### src/hdl/eho_pkg.sv
package eho_pkg;

  // Widths of the counter, of the register port and of the divider.
  localparam int unsigned CNT_W  = 16;
  localparam int unsigned ADDR_W = 8;
  localparam int unsigned DATA_W = 32;
  localparam int unsigned DIV_W  = 16;

  // Register byte offsets.
  localparam logic [ADDR_W-1:0] OFF_CTRL   = 8'h00;
  localparam logic [ADDR_W-1:0] OFF_PERIOD = 8'h04;
  localparam logic [ADDR_W-1:0] OFF_PULSE  = 8'h08;
  localparam logic [ADDR_W-1:0] OFF_COUNT  = 8'h0C;
  localparam logic [ADDR_W-1:0] OFF_STATUS = 8'h10;

  // Control register field positions.
  localparam int unsigned CTRL_ON_BIT   = 0;
  localparam int unsigned CTRL_MODE_LSB = 1;
  localparam int unsigned CTRL_MODE_W   = 5;
  localparam int unsigned CTRL_LINK_BIT = 6;

  // Status register field positions.
  localparam int unsigned STAT_RUN_BIT  = 0;
  localparam int unsigned STAT_HOLD_BIT = 1;
  localparam int unsigned STAT_PWM_BIT  = 2;
  localparam int unsigned STAT_ON_BIT   = 3;

  // Mode encodings and reset values.
  localparam logic [CTRL_MODE_W-1:0] MODE_RISE  = 5'h0C;
  localparam logic [CTRL_MODE_W-1:0] MODE_FALL  = 5'h0D;
  localparam logic [CTRL_MODE_W-1:0] MODE_RST   = 5'h00;
  localparam logic [CNT_W-1:0]       PERIOD_RST = 16'hFFFF;
  localparam logic [CNT_W-1:0]       PULSE_RST  = 16'h0000;

  // Timer clocks the counter is held after a reset edge.
  localparam logic [1:0] HOLD_TICKS = 2'h2;

  typedef enum logic [1:0] {
    ST_IDLE = 2'b00,
    ST_RUN  = 2'b01,
    ST_HOLD = 2'b10
  } eho_state_e;

endpackage

### src/hdl/eho_edge_if.sv
`timescale 1ns/1ps
// Carries the filtered edge pulses from the pin synchroniser to the timer.
interface eho_edge_if;
  logic rise;
  logic fall;
  modport src (output rise, output fall);
  modport dst (input rise, input fall);
endinterface

### src/hdl/eho_edge_sync.sv
`timescale 1ns/1ps
module eho_edge_sync
  import eho_pkg::*;
(
  input  wire logic clk_sys,
  input  wire logic srst,
  input  wire logic pin_in,
  eho_edge_if.src   ev
);

  logic [2:0] sync_r;
  logic       level_r;

  // Three flops; the first is only ever read by the second.
  always_ff @(posedge clk_sys) begin
    if (srst) begin
      sync_r <= 3'h0;
    end else begin
      sync_r <= {sync_r[1:0], pin_in};
    end
  end

  // A new level is accepted only once stages two and three agree, which rejects one-cycle glitches.
  always_ff @(posedge clk_sys) begin
    if (srst) begin
      level_r <= 1'b0;
    end else if (sync_r[1] == sync_r[2]) begin
      level_r <= sync_r[2];
    end
  end

  // Edge pulses last one cycle; they are combinational from the accepted level.
  assign ev.rise = (sync_r[1] == sync_r[2]) && sync_r[2] && !level_r;
  assign ev.fall = (sync_r[1] == sync_r[2]) && !sync_r[2] && level_r;

endmodule

### src/hdl/eho_timer.sv
// The address map and the plain strobed port are this design's own decisions.
`timescale 1ns/1ps
// Function
// With enable set, the first qualifying pin edge starts the counter.
// Later qualifying edges zero the counter; counting resumes two timer clocks later.
// Mode 01100 uses rising edges, mode 01101 uses falling edges.
// Counter equal to period zeroes the counter and clears enable.
// While enable is clear, pin edges have no effect at all.
// With PWM linked, start and reset edges switch the PWM drive on.
// PWM drive goes off at pulse-width match and stays off until the next start or reset edge.
// While running and not held, counter steps by one per timer clock from zero.
module eho_timer
  import eho_pkg::*;
#(
  parameter int unsigned          CNT_WIDTH = CNT_W,
  parameter logic [DIV_W-1:0]     DIV       = 16'h0001
)(
  input  wire logic              clk_sys,
  input  wire logic              srst,
  input  wire logic [ADDR_W-1:0] addr,
  input  wire logic [DATA_W-1:0] wr_data,
  input  wire logic              wr_en,
  input  wire logic              rd_en,
  output logic      [DATA_W-1:0] rd_data,
  input  wire logic              trig_in,
  output logic                   pwm_out
);

  // Selects the qualifying edge for the current mode; other modes qualify nothing.
  function automatic logic edge_sel(input logic [CTRL_MODE_W-1:0] m, input logic r, input logic f);
    logic q;
    q = 1'b0;
    if (m == MODE_RISE) begin
      q = r;
    end else if (m == MODE_FALL) begin
      q = f;
    end
    return q;
  endfunction

  // Pin edges reach the timer through a three-flop filter, so an edge acts about three cycles late.
  // Keeping the filter in its own module leaves the timer with same-clock pulses only.
  eho_edge_if ev_if ();

  eho_edge_sync u_sync (
    .clk_sys (clk_sys),
    .srst    (srst),
    .pin_in  (trig_in),
    .ev      (ev_if.src)
  );

  // Software-visible configuration and the timer's own state.
  logic                   on_r;
  logic [CTRL_MODE_W-1:0] mode_r;
  logic                   link_r;
  logic [CNT_WIDTH-1:0]   period_r;
  logic [CNT_WIDTH-1:0]   pulse_r;
  logic [CNT_WIDTH-1:0]   count_r;
  logic [1:0]             hold_r;
  logic [DIV_W-1:0]       div_r;
  eho_state_e             state_r;
  logic                   pwm_r;
  logic [DATA_W-1:0]      rd_data_r;

  // Decoded strobes and match terms, all combinational.
  logic                   wr_ctrl;
  logic                   ctrl_off_wr;
  logic                   tick;
  logic                   qual;
  logic                   go;
  logic                   hit_period;
  logic                   hit_pulse;
  logic                   halt;

  // Register port decode.
  assign wr_ctrl     = wr_en && (addr == OFF_CTRL);
  assign ctrl_off_wr = wr_ctrl && !wr_data[CTRL_ON_BIT];

  // Timer clock enable from the divider; DIV of one ticks every cycle.
  // A larger DIV stretches every count, the two-clock hold included.
  assign tick = (div_r == DIV - 16'h0001);

  always_ff @(posedge clk_sys) begin
    if (srst || tick) begin
      div_r <= 16'h0000;
    end else begin
      div_r <= div_r + 16'h0001;
    end
  end

  // An edge only acts while enabled and not being disabled in the same cycle.
  assign qual = edge_sel(mode_r, ev_if.rise, ev_if.fall);
  assign go   = on_r && qual && !ctrl_off_wr;

  // An edge in the same cycle as the period match wins: the timer restarts instead of halting.
  assign hit_period = (count_r == period_r);
  assign hit_pulse  = (count_r == pulse_r);
  assign halt       = (state_r == ST_RUN) && tick && hit_period && !go;

  // Configuration registers written by software.
  // COUNT and STATUS take no writes, and writes to unmapped offsets are dropped.
  always_ff @(posedge clk_sys) begin
    if (srst) begin
      mode_r   <= MODE_RST;
      link_r   <= 1'b0;
      period_r <= PERIOD_RST[CNT_WIDTH-1:0];
      pulse_r  <= PULSE_RST[CNT_WIDTH-1:0];
    end else if (wr_en) begin
      if (addr == OFF_CTRL) begin
        mode_r <= wr_data[CTRL_MODE_LSB +: CTRL_MODE_W];
        link_r <= wr_data[CTRL_LINK_BIT];
      end
      if (addr == OFF_PERIOD) begin
        period_r <= wr_data[CNT_WIDTH-1:0];
      end
      if (addr == OFF_PULSE) begin
        pulse_r <= wr_data[CNT_WIDTH-1:0];
      end
    end
  end

  // Enable bit: software write wins over the hardware clear in the same cycle.
  // The write wins so that a restart written in the match cycle is not lost.
  always_ff @(posedge clk_sys) begin
    if (srst) begin
      on_r <= 1'b0;
    end else if (wr_ctrl) begin
      on_r <= wr_data[CTRL_ON_BIT];
    end else if (halt) begin
      on_r <= 1'b0;
    end
  end

  // Sequencer: waiting for the start edge, counting, or held after a reset edge.
  // The start edge goes straight to counting; only later reset edges pass through the hold.
  always_ff @(posedge clk_sys) begin
    if (srst || ctrl_off_wr) begin
      state_r <= ST_IDLE;
    end else begin
      case (state_r)
        ST_IDLE: begin
          if (go) begin
            state_r <= ST_RUN;
          end
        end
        ST_RUN: begin
          if (go) begin
            state_r <= ST_HOLD;
          end else if (halt) begin
            state_r <= ST_IDLE;
          end
        end
        ST_HOLD: begin
          if (!go && tick && (hold_r == 2'h1)) begin
            state_r <= ST_RUN;
          end
        end
        default: begin
          state_r <= ST_IDLE;
        end
      endcase
    end
  end

  // Hold count: each reset edge reloads it, so back-to-back edges extend the hold.
  always_ff @(posedge clk_sys) begin
    if (srst) begin
      hold_r <= 2'h0;
    end else if (go && (state_r != ST_IDLE)) begin
      hold_r <= HOLD_TICKS;
    end else if ((state_r == ST_HOLD) && tick && (hold_r != 2'h0)) begin
      hold_r <= hold_r - 2'h1;
    end
  end

  // Counter: zeroed by edges, by the period match and by disabling.
  // A period written below the running count is only met after the counter wraps.
  always_ff @(posedge clk_sys) begin
    if (srst || ctrl_off_wr || go || halt) begin
      count_r <= '0;
    end else if ((state_r == ST_RUN) && tick) begin
      count_r <= count_r + 1'b1;
    end
  end

  // PWM drive: edges switch it on, the pulse-width or period match switches it off.
  // Clearing the link bit forces the drive off at once rather than at the next match.
  always_ff @(posedge clk_sys) begin
    if (srst || ctrl_off_wr) begin
      pwm_r <= 1'b0;
    end else if (go && link_r) begin
      pwm_r <= 1'b1;
    end else if (!link_r) begin
      pwm_r <= 1'b0;
    end else if ((state_r == ST_RUN) && tick && (hit_pulse || hit_period)) begin
      pwm_r <= 1'b0;
    end
  end

  // Read data stands only in the cycle after the strobe; unmapped offsets read zero.
  // Returning zero outside that cycle lets a bus mux simply OR several slaves together.
  always_ff @(posedge clk_sys) begin
    if (srst || !rd_en) begin
      rd_data_r <= '0;
    end else begin
      case (addr)
        OFF_CTRL: begin
          rd_data_r <= '0;
          rd_data_r[CTRL_ON_BIT] <= on_r;
          rd_data_r[CTRL_MODE_LSB +: CTRL_MODE_W] <= mode_r;
          rd_data_r[CTRL_LINK_BIT] <= link_r;
        end
        OFF_PERIOD: begin
          rd_data_r <= DATA_W'(period_r);
        end
        OFF_PULSE: begin
          rd_data_r <= DATA_W'(pulse_r);
        end
        OFF_COUNT: begin
          rd_data_r <= DATA_W'(count_r);
        end
        OFF_STATUS: begin
          rd_data_r <= '0;
          rd_data_r[STAT_RUN_BIT]  <= (state_r == ST_RUN);
          rd_data_r[STAT_HOLD_BIT] <= (state_r == ST_HOLD);
          rd_data_r[STAT_PWM_BIT]  <= pwm_r;
          rd_data_r[STAT_ON_BIT]   <= on_r;
        end
        default: begin
          rd_data_r <= '0;
        end
      endcase
    end
  end

  assign rd_data = rd_data_r;
  assign pwm_out = pwm_r;

  // Checks on the sequencer, counter and drive.
  start_edge_a : assert property (@(posedge clk_sys) disable iff (srst)
    (state_r == ST_IDLE) && go |=> (state_r == ST_RUN) && (count_r == '0))
    else $error("start edge did not start the counter");

  hold_two_a : assert property (@(posedge clk_sys) disable iff (srst)
    (DIV == 16'h0001) && (state_r == ST_RUN) && go && !wr_en |=> (count_r == '0) [*3] ##1 (state_r != ST_HOLD))
    else $error("reset edge hold is not two timer clocks");

  mode_edge_a : assert property (@(posedge clk_sys) disable iff (srst)
    (state_r == ST_IDLE) && on_r && !wr_en && (mode_r == MODE_RISE) && !ev_if.rise |=> (state_r == ST_IDLE))
    else $error("rising mode started on a non-rising edge");

  period_halt_a : assert property (@(posedge clk_sys) disable iff (srst)
    (state_r == ST_RUN) && tick && hit_period && !go && !wr_en |=> !on_r && (count_r == '0) && (state_r == ST_IDLE))
    else $error("period match did not halt the timer");

  off_ignore_a : assert property (@(posedge clk_sys) disable iff (srst)
    !on_r && !wr_en && (state_r == ST_IDLE) |=> (state_r == ST_IDLE) && !pwm_r)
    else $error("edge acted while disabled");

  pwm_on_a : assert property (@(posedge clk_sys) disable iff (srst)
    go && link_r && !wr_en |=> pwm_r)
    else $error("edge did not switch the drive on");

  pwm_off_a : assert property (@(posedge clk_sys) disable iff (srst)
    !pwm_r && !go ##1 !go |-> !pwm_r)
    else $error("drive came on without an edge");

  pulse_match_a : assert property (@(posedge clk_sys) disable iff (srst)
    (state_r == ST_RUN) && tick && hit_pulse && !go |=> !pwm_r)
    else $error("pulse-width match left the drive on");

  count_step_a : assert property (@(posedge clk_sys) disable iff (srst)
    (state_r == ST_RUN) && tick && !go && !hit_period && !wr_en |=> count_r == $past(count_r) + 1'b1)
    else $error("counter did not step by one");

  // Hold, idle, enable and drive checks that the scenarios cross only in passing.
  hold_reload_a : assert property (@(posedge clk_sys) disable iff (srst)
    go && (state_r != ST_IDLE) |=> (state_r == ST_HOLD) && (hold_r == HOLD_TICKS))
    else $error("reset edge did not reload the hold");

  hold_zero_a : assert property (@(posedge clk_sys) disable iff (srst)
    (state_r == ST_HOLD) |-> (count_r == '0))
    else $error("counter moved while held");

  idle_frozen_a : assert property (@(posedge clk_sys) disable iff (srst)
    (state_r == ST_IDLE) && !go && !wr_en |=> (state_r == ST_IDLE) && $stable(count_r))
    else $error("idle timer moved without an edge");

  halted_zero_a : assert property (@(posedge clk_sys) disable iff (srst)
    !on_r && (state_r == ST_IDLE) |-> (count_r == '0))
    else $error("halted timer kept a count");

  enable_keep_a : assert property (@(posedge clk_sys) disable iff (srst)
    !halt && !wr_en |=> $stable(on_r))
    else $error("enable changed without a write or a halt");

  link_off_a : assert property (@(posedge clk_sys) disable iff (srst)
    !link_r |=> !pwm_r)
    else $error("drive came on while unlinked");

  drive_halt_a : assert property (@(posedge clk_sys) disable iff (srst)
    halt |=> !pwm_r)
    else $error("drive stayed on past the halt");

  drive_held_a : assert property (@(posedge clk_sys) disable iff (srst)
    pwm_r && link_r && (state_r == ST_HOLD) && !wr_en |=> pwm_r)
    else $error("drive dropped during the hold");

endmodule

### config.mk
export PLATFORM = sky130hd
export DESIGN_NAME = eho_timer
export DESIGN_NICKNAME = d
export VERILOG_FILES = /design/src/hdl/eho_pkg.sv /design/src/hdl/eho_edge_if.sv /design/src/hdl/eho_edge_sync.sv /design/src/hdl/eho_timer.sv
export SDC_FILE = /design/constraint.sdc
export NUM_CORES = 1
export LEC_CHECK = 0
export BUFFER_PORTS_ARGS = -buffer_cell sky130_fd_sc_hd__buf_2
export CAP_MARGIN = 20
export CORE_ASPECT_RATIO = 1.75
export CORE_MARGIN = 3
export CORE_UTILIZATION = 45
export DETAILED_ROUTE_END_ITERATION = 12
export PLACE_DENSITY = 0.66
export SYNTH_ARGS = -nofsm -noshare
export SYNTH_HDL_FRONTEND = slang
export SYNTH_SLANG_ARGS = --single-unit
export TNS_END_PERCENT = 1
### constraint.sdc
create_clock -name clk_sys -period 4.35 [get_ports clk_sys]
set_clock_uncertainty 0.1 [all_clocks]
set_input_delay 0.6525 -clock clk_sys [delete_from_list [all_inputs] [get_ports clk_sys]]
set_output_delay 0.6525 -clock clk_sys [all_outputs]
set_load 0.01 [all_outputs]
---- After elaboration in Yosys (flattened, before gate mapping) ----
Cells that the tools add are included.
storage, ports and cells
  output and inout bits ................... 33
  register bits ........................... 112
  word-level logic and storage cells ...... 90
  bits of input ports ..................... 45
cells by class
  mux-type cells .......................... 15
  equal/unequal tests ..................... 16
  add/subtract/negate cells ............... 3
  reduce and logical (&&, ||, !) cells .... 42
operators with widths
  operator                                                               number
  16-bit one-hot mux with 5 select lines                                 1
  16-bit by 1-bit adder with 16-bit output, second input constant        2
  16-bit equality test                                                   2
  1-bit logical AND                                                      18
  8-bit by 4-bit equality test with 1-bit output, second input constant  2
  16-bit logical NOT                                                     1
  2-bit 2-to-1 mux                                                       6
  5-bit by 4-bit equality test with 1-bit output, second input constant  2
  8-bit by 3-bit equality test with 1-bit output, second input constant  1
  8-bit by 5-bit equality test with 1-bit output, second input constant  1
  8-bit logical NOT                                                      1
  2-bit nonzero test                                                     4
  1-bit 2-to-1 mux                                                       7
  1-bit logical NOT                                                      6
  1-bit logical OR                                                       6
  2-bit one-hot mux with 3 select lines                                  1
  2-bit AND reduction                                                    3
  2-bit by 1-bit equality test with 1-bit output, second input constant  2
  2-bit != test, second input constant                                   2
  3-bit by 1-bit != test with 1-bit output, second input constant        1
  3-bit != test, second input constant                                   1
  3-bit AND reduction                                                    1
  2-bit equality test, second input constant                             1
  2-bit logical NOT                                                      1
  other kinds (3)                                                        3

---- Longest topological paths before layout ----
  depth after elaboration ................. 12
  depth in mapped cells ................... 9
  gate-level depth less buffers ........... 7

---- By module ----
A second synthesis with hierarchy kept.
second synthesis, totals
  cells, all modules ...................... 557
  area total of the unflattened synthesis .. 4748.3 sq um
by module, submodules not included
  module         instances  area an instance (sq um)  cells an instance  seq. area each (sq um)
  eho_timer      1          4593.2                    542                1841.8
  eho_edge_sync  1          155.1                     15                 80.1

---- Worst setup path before layout ----
OpenSTA, ideal clock, no wires.
  kind .................................... in2reg
  start point ............................. input port addr[5]
  end point ............................... register count_r[11]
  path slack .............................. 2260 ps
  cell stages on the path ................. 6
  library setup time ...................... 118 ps
  arrival time ............................ 1872 ps
  buffers on the path ..................... 1
  data required time ...................... 4132 ps
  path through ............................ nor4_4 -> and2_0 -> a31oi_1 -> o21ai_2 -> buf_4 -> nor3_1
between the ends
  cells in the longest elaborated chain, start to end .. 8
  elaborated cells on any way between the ends .. 10
  those cells by class .................... reduce/logical: 10
ends and longest elaborated chain
  what                  RTL line          text
  start, declared       eho_timer.sv:20   input wire logic [ADDR_W-1:0] addr,
  8-bit logical NOT *   eho_timer.sv:76   assign wr_ctrl = wr_en && (addr == OFF_CTRL);
  1-bit logical AND *   eho_timer.sv:76
  1-bit logical AND *   eho_timer.sv:77   assign ctrl_off_wr = wr_ctrl && !wr_data[CTRL_ON_BIT];
  1-bit logical NOT     eho_timer.sv:93   assign go = on_r && qual && !ctrl_off_wr;
  1-bit logical AND     eho_timer.sv:93
  1-bit logical NOT     eho_timer.sv:98   assign halt = (state_r == ST_RUN) && tick && hit_period && !go;
  1-bit logical AND     eho_timer.sv:98
  1-bit logical OR *    eho_timer.sv:179  if (srst || ctrl_off_wr || go || halt) begin
  end signal, assigned  eho_timer.sv:182  count_r <= count_r + 1'b1;
  end, declared         eho_timer.sv:58   logic [CNT_WIDTH-1:0] count_r;
Every way passes the cells marked *; elsewhere a longest branch is shown, timed or not.
A chain may end at the register's enable or synchronous reset.

---- Final worst setup path ----
  start point ............................. input port addr[2]
  end point ............................... register period_r[11]
between the ends
  cells in the longest elaborated chain, start to end .. 2
ends and longest elaborated chain
  what                                            RTL line          text
  8-bit by 3-bit equality test with 1-bit output  eho_timer.sv:113  if (addr == OFF_PERIOD) begin
  2-bit AND reduction (no line)                   -
  end signal, assigned                            eho_timer.sv:106  period_r <= PERIOD_RST[CNT_WIDTH-1:0];
  end signal, assigned                            eho_timer.sv:114  period_r <= wr_data[CNT_WIDTH-1:0];
  end, declared                                   eho_timer.sv:56   logic [CNT_WIDTH-1:0] period_r;
Every way passes these cells.

==> flow_summary_export.csv <==
group,metric,value,unit
outcome,outcome,"complete, no violations",
route,wl_per_cell,16.73,um
clock_network,postCtsHoldBufs,0,
worst_setup_path,max_stage_delay,0.62,ns
global_routing,antenna_found_initial,0,
logic_synthesis,synthDistinctLibCells,55,
floorplan,die-height,143.9,um
global_routing,grt_pass1_vias,3757,
worst_setup_path,crit_type,"primary input to flip-flop",
worst_setup_path,r2r_cells,5,
sta,finalHoldViolCount,0,
floorplan,start_util,46.94,%
route,drtAntennaViolNets,0,
route,first_pass_iters,5,
worst_setup_path,worst_setup_path_start_kind,"primary input",
placed_design,dp_cells,692,
worst_hold_path,min_to,"u_sync.sync_r[1]$_SDFF_PP0_",
floorplan,placementRows,49,
sta,maxSlewViolCount,0,
clock_network,clock_sinks,96,
sta,post-route-period-util,61.83,%
logic_synthesis,syn_area,4892,um2
clock_network,htree_levels,3,
global_routing,grt_max_degree,50,
cells_and_area,final_nets,628,
global_routing,groute.usage.overall,19.77,%
logic_synthesis,ys_seq_elements,96,
logic_synthesis,synthArstFlopShare,0,%
sta,layout_setup_ws,1.660,ns
worst_setup_path,timing.rr.start,"count_r[3]$_SDFFE_PP0P_",
clock_network,clkTransAtPathRegs,0.07,ns
placed_design,io_buffers,45,
worst_setup_path,cp.depth,6,
worst_hold_path,worst_hold_path_type,"flip-flop to flip-flop",
sta,setup_viol,0,
logic_synthesis,synth_area_per_cell,8.783,um2
floorplan,die_area,12210,um2
sta,relSlewSlack,43.95,%
worst_setup_path,crit_family,"simple AND/OR/NAND/NOR gates",
cells_and_area,area_growth,9.054,%
route,drc,0,
power_and_ir_drop,p_total,1.732,mW
logic_synthesis,seq_area_frac_synth,39.28,%
flow_run,maxCapViolations,0,
sta,worstMarginPinSlew,0.8407,ns
worst_hold_path,worstHoldPathCells,1,
floorplan,coreArea,10420,um2
logic_synthesis,synth_edf_count,0,
clock_network,tritoncts,"built",
sta,hold_ws,0.3383,ns
power_and_ir_drop,powerDensity,324.7,nW/um2
logic_synthesis,netlist_instances,557,
route,drt_iter0_drc,318,
worst_setup_path,critical-path-slowest-cell,"and2_1",
cells_and_area,postLayoutCoreUtil,51.19,%
route,dr_total_vias,3974,
clock_network,cts_buffers,9,
cells_and_area,design_area,5335,um2
worst_setup_path,crit_chain,"buf_2, nor2b_1, and3_1, and2_1, nand2_1, nand3b_1",
logic_synthesis,synth_warnings,0,
worst_setup_path,worstPathArrival,2.88,ns
cells_and_area,stdcell_count,708,
worst_setup_path,worstPathMaxFanout,16,
placed_design,place.detailed.hpwl,8582,um
clock_network,post-cts-setup-buffer-count,0,
power_and_ir_drop,p_leak,1.859,nW
worst_hold_path,min_from,"u_sync.sync_r[0]$_SDFF_PP0_",
worst_setup_path,path_buf_inv,1,
cells_and_area,fill_cells,1018,
route,via_per_inst,5.613,
placed_design,placedInstanceArea,5037,um2
worst_setup_path,r2r_end,"count_r[1]$_SDFFE_PP0P_",
worst_setup_path,cp-end-kind,"flip-flop",
global_routing,grt_pass1_wl,19050,um
worst_setup_path,rrSetupSlack,1.85,ns
logic_synthesis,ys.flop_type,"dfxtp_1",
clock_network,clockBufferDepth,2,
placed_design,place.gp.congestion,0.8544,
sta,clock.fmax,371.8,MHz
cells_and_area,n_antenna_cell,0,
floorplan,die_w,84.82,um
power_and_ir_drop,vdd_ir_drop_max,0.2343,mV
sta,tns,0,ns
worst_setup_path,worstPathRequired,4.54,ns
floorplan,ios,78,
clock_network,cts_resized,0,
placed_design,dpl_worst_slack,1.366,ns
sta,rsz0062_at_grt,"no",
route,drt-total-wl,11840,um
global_routing,overflow,0,
clock_network,clock_latency,0.35,ns
cells_and_area,drive_above_1_share,16.87,%
clock_network,ctsRootBufferMaster,"clkbuf_16",
sta,period_minus_slack,2.690,ns
==> worst max path at each step <==
| stage | start | to |
|---|---|---|
| 6_report | addr[2] | period_r[11]$_SDFFE_PP1P_ |
| 5_1_grt | addr[2] | period_r[11]$_SDFFE_PP1P_ |
| 4_1_cts | addr[2] | period_r[11]$_SDFFE_PP1P_ |
| 3_5_place_dp | addr[2] | period_r[11]$_SDFFE_PP1P_ |
| 3_3_place_gp | addr[2] | period_r[12]$_SDFFE_PP1P_ |
| 2_1_floorplan | addr[5] | count_r[11]$_SDFFE_PP0P_ |
==> worst register-to-register path, stage by stage, from the launching register on <==
cell and delay, ns:
dfxtp_1 0.59, xor2_1 0.13, nor4_1 0.51, nand4_1 0.19, o21ai_2 0.69, nor3_1 0.14
==> Yosys cell counts (2+ instances only) <==
cell	n	share of area, %
buf_2	14	1.4
nor3_1	19	1.9
ha_1	7	1.8
a22oi_1	13	2.0
nor4_1	12	1.5
xnor2_1	37	6.6
nand3b_1	17	2.6
nand3_1	34	3.5
buf_4	18	2.8
nand2_1	67	5.1
nor3_2	5	1.0
and3_1	6	0.77
mux2_2	9	2.1
a222oi_1	7	1.4
mux2i_1	4	0.82
and2_1	5	0.64
xor2_1	21	3.8
nor2b_1	6	0.77
or3_1	4	0.51
o31ai_1	2	0.31
inv_1	15	1.2
nor4_2	5	1.3
nor4_4	3	1.3
o21ai_0	5	0.51
nand2b_1	3	0.38
and4_1	4	0.72
nor2_1	29	2.2
a21oi_1	33	3.4
dfxtp_1	96	39
buf_1	2	0.15
clkbuf_1	20	1.5
nand4_1	12	1.5
==> power by group <==
part / internal [mW] / switching, mW
Clock: 0.444 / 0.344
Combinational: 0.0208 / 0.0415
Sequential: 0.880 / 0.00133
==> cell type report <==
| cell class | count | area [um2] | share of cell area, % |
|---|---|---|---|
| Tap cell | 127 | 158.9 | 2.978 |
| Clock inverter | 7 | 72.57 | 1.360 |
| Inverter | 15 | 56.30 | 1.055 |
| Timing Repair Buffer | 50 | 262.8 | 4.925 |
| Clock buffer | 9 | 225.2 | 4.221 |
| Sequential cell | 96 | 1922 | 36.02 |
| Multi-Input combinational cell | 404 | 2638 | 49.44 |
==> state kept, by name, indices dropped and copies added (netlist names) <==
register	cells
on_r	1
div_r	16
u_sync.sync_r	3
hold_r	2
state_r	2
pulse_r	16
rd_data	16
count_r	16
mode_r	5
pwm_out	1
link_r	1
u_sync.level_r	1
period_r	16
==> per-layer routing <==
layer | up-vias | global-route usage [%] | wire (um)
met5 | - | 0 | 0
met4 | 0 | 11.59 | 558
met3 | 35 | 3.442 | 684
met2 | 153 | 34.53 | 6053
met1 | 1838 | 22.36 | 4547
li1 | 1948 | - | -
==> cell usage in the layout, fill, tap and decap left out, drive strengths merged, types with 3 or more instances in the layout <==
master / Yosys / routed
a21oi: 33 / 33
a222oi: 7 / 7
a22oi: 13 / 13
and2: 6 / 6
and3: 6 / 6
and4: 4 / 4
buf: 36 / 50
clkbuf: 21 / 9
clkinvlp: 0 / 5
conb: 1 / 16
dfxtp: 96 / 96
ha: 7 / 7
inv: 15 / 15
mux2: 9 / 9
mux2i: 4 / 4
nand2: 67 / 67
nand2b: 3 / 3
nand3: 35 / 35
nand3b: 18 / 18
nand4: 12 / 12
nor2: 29 / 29
nor2b: 6 / 6
nor3: 24 / 24
nor4: 20 / 20
o21ai: 7 / 7
or3: 4 / 4
xnor2: 37 / 37
xor2: 21 / 21
==> kinds of logic (layout without fill, tap and decap cells) <==
family	Yosys count	after routing	share of synthesized area, %
AO/OA/AOI/OAI	71	71	10.03
XOR/XNOR	58	58	10.38
adder cells (fa/ha/maj)	7	7	1.790
buffers and inverters	72	81	7.954
other	1	16	0.07665
AND/OR/NAND/NOR	239	239	27.60
flip-flops	96	96	39.28
multiplexers	13	13	2.890
Note: power is estimated with default switching activity, not from simulation.
